[config.mk]
export PLATFORM = sky130hd
export DESIGN_NAME = wdf_watchdog
export DESIGN_NICKNAME = d
export VERILOG_FILES = /design/src/wdf_pkg.sv /design/src/wdf_tick_sync.sv /design/src/wdf_watchdog.sv
export SDC_FILE = /design/constraint.sdc
export NUM_CORES = 1
export LEC_CHECK = 0
export BUFFER_PORTS_ARGS = -buffer_cell sky130_fd_sc_hd__buf_2
export CORE_MARGIN = 5
export CORE_UTILIZATION = 54
export CTS_CLUSTER_SIZE = 20
export DETAILED_ROUTE_END_ITERATION = 7
export PLACE_DENSITY = 0.78
export SLEW_MARGIN = 20
export SYNTH_ARGS = -nofsm -noshare
export SYNTH_HDL_FRONTEND = slang
export SYNTH_SLANG_ARGS = --single-unit
export TNS_END_PERCENT = 30
[constraint.sdc]
create_clock -name hclk -period 2.77 [get_ports hclk]
set_input_delay 0.554 -clock hclk [delete_from_list [all_inputs] [get_ports hclk]]
set_output_delay 0.554 -clock hclk [all_outputs]
set_load 0.02 [all_outputs]
[src/wdf_pkg.sv]
`default_nettype none
package wdf_pkg;

  // Register indices; byte address is four times the index
  localparam logic [9:0]  CTRL_IDX     = 10'h0a7;
  localparam logic [9:0]  RELOAD_IDX   = 10'h0a8;
  localparam logic [9:0]  FEED1_IDX    = 10'h0a9;
  localparam logic [9:0]  FEED2_IDX    = 10'h0aa;
  localparam logic [9:0]  STATUS_IDX   = 10'h0ab;
  localparam logic [9:0]  MASK_IDX     = 10'h0ac;
  localparam logic [11:0] CTRL_ADDR    = {CTRL_IDX, 2'b00};
  localparam logic [11:0] RELOAD_ADDR  = {RELOAD_IDX, 2'b00};
  localparam logic [11:0] FEED1_ADDR   = {FEED1_IDX, 2'b00};
  localparam logic [11:0] FEED2_ADDR   = {FEED2_IDX, 2'b00};
  localparam logic [11:0] STATUS_ADDR  = {STATUS_IDX, 2'b00};
  localparam logic [11:0] MASK_ADDR    = {MASK_IDX, 2'b00};

  localparam logic [7:0]  FEED1_VAL    = 8'ha5;
  localparam logic [7:0]  FEED2_VAL    = 8'h5a;
  localparam logic [7:0]  RELOAD_RESET = 8'hff;

  localparam int          PRESC_W      = 13;
  localparam logic [3:0]  TAP_BASE     = 4'h5;
  localparam int          ST_W         = 2;
  localparam int          ST_UNDER     = 0;
  localparam int          ST_BAD       = 1;
  localparam int          SRC_N        = 2;
  localparam int          SRC_PCLK     = 0;
  localparam int          SRC_OSC      = 1;
  localparam logic [4:0]  RST_CYCLES   = 5'h10;

  typedef struct packed {
    logic [2:0] tap;
    logic [1:0] rsv;
    logic       run;
    logic       tof;
    logic       clksel;
  } wdf_ctrl_t;

  localparam wdf_ctrl_t   CTRL_RESET   = 8'he5;

  typedef enum logic [1:0] {
    FEED_IDLE   = 2'b00,
    FEED_ARMED  = 2'b01,
    FEED_EXPECT = 2'b10
  } wdf_feed_t;

  typedef struct packed {
    logic        hsel;
    logic [31:0] haddr;
    logic [1:0]  htrans;
    logic        hwrite;
    logic [2:0]  hsize;
    logic [31:0] hwdata;
    logic        hready;
  } wdf_ahb_req_t;

  typedef struct packed {
    logic [31:0] hrdata;
    logic        hreadyout;
    logic        hresp;
  } wdf_ahb_rsp_t;

  typedef struct packed {
    logic [2:0] stage;
    logic       tick;
  } wdf_sync_t;

  typedef struct packed {
    logic [11:0]        addr;
    logic               wr_pend;
    logic               rd_pend;
    logic               hreadyout;
    logic [31:0]        hrdata;
    wdf_ctrl_t          ctrl_sfr;
    logic [7:0]         reload_sfr;
    wdf_ctrl_t          active;
    logic [7:0]         count;
    logic [PRESC_W-1:0] presc;
    wdf_feed_t          feed;
    logic               load_pend;
    logic               ctrl_once;
    logic               reload_once;
    logic [ST_W-1:0]    status;
    logic [ST_W-1:0]    mask;
    logic               irq;
    logic [4:0]         rst_cnt;
    logic               wdt_reset;
  } wdf_state_t;

  localparam wdf_state_t STATE_RESET = '{
    addr: 12'h000, wr_pend: 1'b0, rd_pend: 1'b0, hreadyout: 1'b1,
    hrdata: 32'h0, ctrl_sfr: CTRL_RESET, reload_sfr: RELOAD_RESET,
    active: CTRL_RESET, count: RELOAD_RESET, presc: 13'h0,
    feed: FEED_IDLE, load_pend: 1'b0, ctrl_once: 1'b0,
    reload_once: 1'b0, status: 2'h0, mask: 2'h0, irq: 1'b0,
    rst_cnt: 5'h00, wdt_reset: 1'b0};

endpackage : wdf_pkg
`default_nettype wire

[src/wdf_tick_sync.sv]
`default_nettype none
module wdf_tick_sync (
  input  wire logic hclk,
  input  wire logic hresetn,
  input  wire logic level_in,
  output logic      tick
);
  import wdf_pkg::*;

  wdf_sync_t s;
  wdf_sync_t n;

  // Stage 0 feeds only stage 1; edge taken from stages 1 and 2
  always_comb
  begin
    n       = s;
    n.stage = {s.stage[1:0], level_in};
    n.tick  = s.stage[1] & ~s.stage[2];
  end

  always_ff @(posedge hclk or negedge hresetn)
  begin
    if (!hresetn)
      s <= '0;
    else
      s <= n;
  end

  assign tick = s.tick;

endmodule : wdf_tick_sync
`default_nettype wire

[src/wdf_watchdog.sv]
// How it works
// - In watchdog mode control and reload sit in shadow until a feed moves them active.
// - Feed is A5 to first feed port then 5A to second port.
// - Reads may come between feed writes; any other write breaks it.
// - In watchdog mode a broken feed raises the watchdog reset at once.
// - In watchdog mode a control write must be followed by a feed.
// - In timer mode control copies every cycle; reload is taken at the next feed or underflow.
// - Timeout is 2^(5+tap)*(reload+1)+1 watchdog clock ticks.
// - Tap select is control bits 7..5; reload is eight bits.
// - Control bit 0 picks oscillator when set, peripheral clock else.
// - Reset enable plus safety lock force oscillator clock select.
// - Timeout flag sets on underflow; watchdog-mode feed or written zero clears.
// - Run bit starts or stops; forced on under enable plus lock.
// - Underflow in watchdog mode raises the watchdog reset.
// - Under enable plus lock, control and reload take one write.
// - Timer mode reloads on underflow and ignores wrong feeds.
// - Counter steps on a tap of a 13-bit prescaler.
`default_nettype none
module wdf_watchdog (
  input  wire logic                  hclk,
  input  wire logic                  hresetn,
  input  wire wdf_pkg::wdf_ahb_req_t ahb_req,
  output var  wdf_pkg::wdf_ahb_rsp_t ahb_rsp,
  input  wire logic                  other_sfr_write,
  input  wire logic                  wd_osc_in,
  input  wire logic                  pclk_in,
  input  wire logic                  reset_on_underflow_enable,
  input  wire logic                  safety_lock_enable,
  output logic                       wdt_reset,
  output logic                       irq,
  output logic                       timeout_flag
);
  import wdf_pkg::*;

  wdf_state_t         s;
  wdf_state_t         n;
  logic [SRC_N-1:0]   src_in;
  logic [SRC_N-1:0]   src_tick;
  logic               tick;
  logic               wd_mode;
  logic               lock;
  logic               take;
  logic               any_wr;
  logic               is_f1;
  logic               is_f2;
  logic               bad;
  logic               feed_ok;
  logic               underflow;
  logic               trigger;
  logic [7:0]         wdat;
  logic [PRESC_W-1:0] tap_mask;
  wdf_ctrl_t          wr_ctrl;

  function automatic wdf_ctrl_t force_ctrl(input wdf_ctrl_t c,
                                           input logic      lk);
    wdf_ctrl_t r;
    r     = c;
    r.rsv = 2'b00;
    if (lk)
    begin
      r.clksel = 1'b1;
      r.run    = 1'b1;
    end
    return r;
  endfunction : force_ctrl

  assign src_in[SRC_PCLK] = pclk_in;
  assign src_in[SRC_OSC]  = wd_osc_in;

  // Both sources are sampled as levels; ticks are one hclk wide
  for (genvar g = 0; g < SRC_N; g++)
  begin : g_src
    wdf_tick_sync wdf_tick_sync_inst (
      .hclk     (hclk),
      .hresetn  (hresetn),
      .level_in (src_in[g]),
      .tick     (src_tick[g])
    );
  end

  assign tick = src_tick[s.active.clksel];

  always_comb
  begin
    n        = s;
    wd_mode  = reset_on_underflow_enable;
    lock     = reset_on_underflow_enable & safety_lock_enable;
    wdat     = ahb_req.hwdata[7:0];
    wr_ctrl  = wdf_ctrl_t'(wdat);
    bad      = 1'b0;
    feed_ok  = 1'b0;
    underflow = 1'b0;
    take     = ahb_req.hsel & ahb_req.htrans[1] & ahb_req.hready;

    // Address phase; reads get one wait state so they see fresh state
    n.wr_pend   = take & ahb_req.hwrite;
    n.rd_pend   = take & ~ahb_req.hwrite;
    n.hreadyout = ~(take & ~ahb_req.hwrite);
    if (take)
      n.addr = ahb_req.haddr[11:0];

    if (s.rd_pend)
    begin
      case (s.addr)
        CTRL_ADDR:   n.hrdata = {24'h0, force_ctrl(s.ctrl_sfr, lock)};
        RELOAD_ADDR: n.hrdata = {24'h0, s.reload_sfr};
        STATUS_ADDR:
        begin
          n.hrdata = {30'h0, s.status};
          n.status = '0;
        end
        MASK_ADDR:   n.hrdata = {30'h0, s.mask};
        default:     n.hrdata = 32'h0;
      endcase
    end

    // Feed sequence checker; a write from elsewhere counts as a break
    any_wr = s.wr_pend | other_sfr_write;
    is_f1  = s.wr_pend & ~other_sfr_write & (s.addr == FEED1_ADDR)
             & (wdat == FEED1_VAL);
    is_f2  = s.wr_pend & ~other_sfr_write & (s.addr == FEED2_ADDR)
             & (wdat == FEED2_VAL);
    case (s.feed)
      FEED_IDLE:
      begin
        if (is_f1)
          n.feed = FEED_ARMED;
        else if (s.wr_pend && wd_mode && s.addr == CTRL_ADDR)
          n.feed = FEED_EXPECT;
        else if (s.wr_pend &&
                 (s.addr == FEED1_ADDR || s.addr == FEED2_ADDR))
          bad = 1'b1;
      end
      FEED_EXPECT:
      begin
        if (any_wr)
        begin
          if (is_f1)
            n.feed = FEED_ARMED;
          else
          begin
            bad    = 1'b1;
            n.feed = FEED_IDLE;
          end
        end
      end
      FEED_ARMED:
      begin
        if (any_wr)
        begin
          n.feed = FEED_IDLE;
          if (is_f2)
            feed_ok = 1'b1;
          else
            bad = 1'b1;
        end
      end
      default: n.feed = FEED_IDLE;
    endcase

    if (s.wr_pend)
    begin
      case (s.addr)
        CTRL_ADDR:
        begin
          if (!(lock && s.ctrl_once))
          begin
            n.ctrl_sfr     = wr_ctrl;
            n.ctrl_sfr.rsv = 2'b00;
            n.ctrl_sfr.tof = s.ctrl_sfr.tof & wr_ctrl.tof;
            n.ctrl_once    = 1'b1;
          end
        end
        RELOAD_ADDR:
        begin
          if (!(lock && s.reload_once))
          begin
            n.reload_sfr  = wdat;
            n.reload_once = 1'b1;
          end
        end
        MASK_ADDR: n.mask = wdat[ST_W-1:0];
        default: ;
      endcase
    end

    if (!wd_mode)
      n.active = force_ctrl(s.ctrl_sfr, 1'b0);

    // Counter runs on watchdog ticks; a pending load wins over counting
    tap_mask = ~(13'h1fff << (TAP_BASE + {1'b0, s.active.tap}));
    if (tick)
    begin
      if (s.load_pend)
      begin
        n.count     = s.reload_sfr;
        n.presc     = '0;
        n.load_pend = 1'b0;
      end
      else if (s.active.run)
      begin
        n.presc = s.presc + 13'h1;
        if ((s.presc & tap_mask) == tap_mask)
        begin
          if (s.count == 8'h00)
          begin
            underflow = 1'b1;
            n.count   = s.reload_sfr;
          end
          else
            n.count = s.count - 8'h01;
        end
      end
    end

    // Feed placed after the tick so a new load is never dropped
    if (feed_ok)
    begin
      if (wd_mode)
      begin
        n.active       = force_ctrl(s.ctrl_sfr, lock);
        n.ctrl_sfr.tof = 1'b0;
      end
      n.load_pend = 1'b1;
    end

    // Hardware sets placed last so they win over any clear
    if (underflow)
      n.ctrl_sfr.tof = 1'b1;
    n.status[ST_UNDER] = n.status[ST_UNDER] | underflow;
    n.status[ST_BAD]   = n.status[ST_BAD] | (bad & wd_mode);

    trigger = wd_mode & (bad | underflow);
    if (s.rst_cnt != 5'h00)
      n.rst_cnt = s.rst_cnt - 5'h01;
    if (trigger)
    begin
      // Acts like power-on for the core but keeps bus and causes
      n.ctrl_sfr     = CTRL_RESET;
      n.ctrl_sfr.tof = 1'b1;
      n.reload_sfr   = RELOAD_RESET;
      n.active       = CTRL_RESET;
      n.count        = RELOAD_RESET;
      n.presc        = '0;
      n.feed         = FEED_IDLE;
      n.load_pend    = 1'b0;
      n.ctrl_once    = 1'b0;
      n.reload_once  = 1'b0;
      n.rst_cnt      = RST_CYCLES;
    end
    n.wdt_reset = (n.rst_cnt != 5'h00);
    n.irq       = |(n.status & n.mask);
  end

  always_ff @(posedge hclk or negedge hresetn)
  begin
    if (!hresetn)
      s <= STATE_RESET;
    else
      s <= n;
  end

  assign ahb_rsp = '{hrdata: s.hrdata, hreadyout: s.hreadyout,
                     hresp: 1'b0};
  assign wdt_reset         = s.wdt_reset;
  assign irq               = s.irq;
  assign timeout_flag      = s.ctrl_sfr.tof;
endmodule : wdf_watchdog
`default_nettype wire

==> metrics <==
number of flops mapped to enable cells by yosys 0; grt total ovfl 0; setup ws final about 0.11 ns; crit path DAT about 2.9 ns; fin nets ~640; min-delay worst type input port to async pin; outcome complete, no violations; RSZ-0062 raised after global routing no; clock transition at the registers of the reported paths around 0.090 ns; total negative slack 0 ns; die area around 11000 µm²; Peak VDD IR 0.000457 V; cells after synthesis about 500; Post-Syn Area per Cell slightly below 10 µm²; worst skew pair latency 0.36 ns; non-filler cells, final roughly 660; Power, Total 3.22 mW; final WL roughly 11000 µm; Cell Rows 34; H-tree depth 3; Final min period between 2 and 3 ns; largest net degree at the start of global routing 42; Worst Skew about 0.013 ns; max_slew headroom between 30% and 40%; CTS tree built; Slew @ Worst Pin 1.00 ns; Fmax 376 MHz; DRC 0; DP Area 5060 µm²; share of cells above drive strength 1 about a quarter; synth warn 0; endpoints failing hold 0; Setup-failing EPs final 0; period utilization a little over nine tenths; total number of vias 3899; placed instance count 642; dpl ws around 0.13 ns; postcts setup bufs 0; Initial DRC Count roughly 280; kind of end point of the critical path flop; TritonCTS Buffers 9; cell leakage power between 2 and 2.5 nW; register area share after synthesis 46.0%; register area between 2000 and 2500 µm²; vias in the first global route 3973; Total Routing Usage GR 20.9%; Crit path required time 3.00 ns; Max Buffers Root-to-Sink 2; WL per Instance roughly 17 µm; ANT cells 0; PD cells a little over 600 nW/µm²; multi-input logic area about 2300 µm²; Starting Density 55.3%; global-route wire length before repair between 15000 and 20000 µm; antenna viol nets, final 0; synth unique cells 63; max cap viols 0; I/O pin count 116; Syn Std Cell Area roughly 4800 µm²; Syn-to-layout area delta 9.87%; Pins Over Slew Limit 0; kind of critical path flop to flop; Clock Sinks 87; Root Driver clkbuf_8; Placer Congestion 0.885; ys flop type dfrtp_1; height of the die between 100 and 150 µm; core area approximately 8700 µm²; final instance area between 5000 and 6000 µm²; drt via density between 5 and 6; dpl hpwl slightly above 8000 µm; initial antenna violation count 0; Die X between 100 and 150 µm; Pre-antenna DRT Iters 5; Buffers on Ports 42; critical path startpoint category flop; final core occ between 60% and 70%; Max FO, Critical Path 19; FFs w/ async S/R, synth 100%; Min Hold Slack approximately 0.17 ns; #FFs+latches synth 87; fillcell total ~730
-- logic make-up (layout without fill, tap and decap cells) --
group	after synthesis	in the layout	share of synthesized area, %
buffers and inverters	80	107	9.09
AO/OA/AOI/OAI	117	117	16.4
adder cells (fa/ha/maj)	11	11	2.87
other	1	25	0.0781
multiplexers	28	28	6.17
AND/OR/NAND/NOR	171	171	18.6
XOR/XNOR	4	4	0.729
flip-flops	87	87	46.0
-- final cells by class --
cell class                 instances  share of cell area [%]
multi-input combinational        356                    42.7
sequential                        87                    41.9
timing repair buffer              59                    6.69
clock buffer                      11                    2.68
tap                              108                    2.56
inverter                          32                    2.28
clock inverter                     5                    1.21
-- critical path, cell delays in order (launching register included) --
cell,delay (ns)
dfstp_2,0.58
ha_1,0.18
inv_1,0.05
ha_1,0.16
inv_1,0.07
o22ai_1,0.07
o41ai_1,0.45
buf_4,0.20
nand4_1,0.10
buf_4,0.20
o21ai_4,0.19
buf_12,0.19
nor3_1,0.07
-- cells in the mapped netlist (6+ instances only) --
| cell type | n | share of area (%) |
|---|---|---|
| a21o_1 | 8 | 1.3 |
| a21oi_1 | 27 | 2.8 |
| a31oi_1 | 8 | 1.0 |
| and3_1 | 6 | 0.78 |
| buf_4 | 35 | 5.5 |
| clkbuf_1 | 8 | 0.63 |
| dfrtp_1 | 60 | 31 |
| dfstp_2 | 27 | 15 |
| ha_1 | 11 | 2.9 |
| inv_1 | 32 | 2.5 |
| mux2_2 | 13 | 3.0 |
| mux2i_1 | 15 | 3.1 |
| nand2_1 | 43 | 3.4 |
| nand3_1 | 19 | 2.0 |
| nand4_1 | 7 | 0.91 |
| nor2_1 | 36 | 2.8 |
| nor3_1 | 12 | 1.3 |
| o21ai_0 | 23 | 2.4 |
| o22ai_1 | 13 | 1.7 |
| or3_1 | 10 | 1.3 |
-- where the power goes --
part           internal (mW)  leakage, nW  switching [mW]
Clock                  0.450        0.101           0.472
Combinational          0.276         1.29           0.361
Sequential              1.47         1.04           0.193
-- final timing paths --
check | from | endpoint | slack (ns) | depth (start not counted)
setup / recovery | s[43] | s[3] | 0.11 | 12
hold reg to reg | g_src[1].wdf_tick_sync_inst.n[2] | g_src[1].wdf_tick_sync_inst.n[3] | 0.35 | 0
hold / removal | hresetn | s[1] | 0.17 | 1
max in group asynchronous | hresetn | s[30] | 1.85 | 2
setup reg to reg | s[43] | s[3] | 0.11 | 12
min in group hclk | wd_osc_in | g_src[1].wdf_tick_sync_inst.n[2] | 0.30 | 1
-- registers in the layout, indices dropped and copies added (netlist names) --
register	flops
s	67
ahb_rsp	9
g_src.wdf_tick_sync_inst.n	4
g_src.wdf_tick_sync_inst.s	2
g_src.wdf_tick_sync_inst.tick	2
irq	1
timeout_flag	1
wdt_reset	1
-- routing by layer --
layer | GRT usage (%) | routed length [µm]
met5 | 0 | 0
met4 | 7.49 | 202
met3 | 4.90 | 839
met2 | 34.5 | 5400
met1 | 26.7 | 4640
-- placed cells by master, fill, tap and decap left out, types with 3 or more instances in the layout --
master,Yosys,routed
mux2_2,13,13
o211ai_1,5,5
dfstp_2,27,27
buf_2,4,41
nand3b_1,4,4
a22oi_1,4,4
nor3_1,12,12
a21o_1,8,8
or3_1,10,10
nor2_1,36,36
and4_1,4,4
and3_1,6,6
nand2b_1,3,3
a31oi_1,8,8
o22ai_1,13,13
mux2i_1,15,15
nand4_1,7,7
dfrtp_1,60,60
nand3_1,19,19
o41ai_1,3,3
conb_1,1,25
a21oi_1,27,27
o21a_1,3,3
ha_1,11,11
or2_2,4,4
nand2_1,43,43
clkbuf_8,0,10
nor2b_1,5,5
inv_1,32,32
nor4_1,3,3
buf_4,35,17
o21ai_0,23,23
or4_1,3,3
xnor2_1,4,4
-- what timing repair did --
item | 4_1_cts | 5_1_grt
hold buffers | 0 | 0
gates resized for setup | 0 | 1
endpoints found under the setup margin | 0 | 1
hold endpoints to repair | 0 | 0
Note: power is estimated with default switching activity, not from simulation.
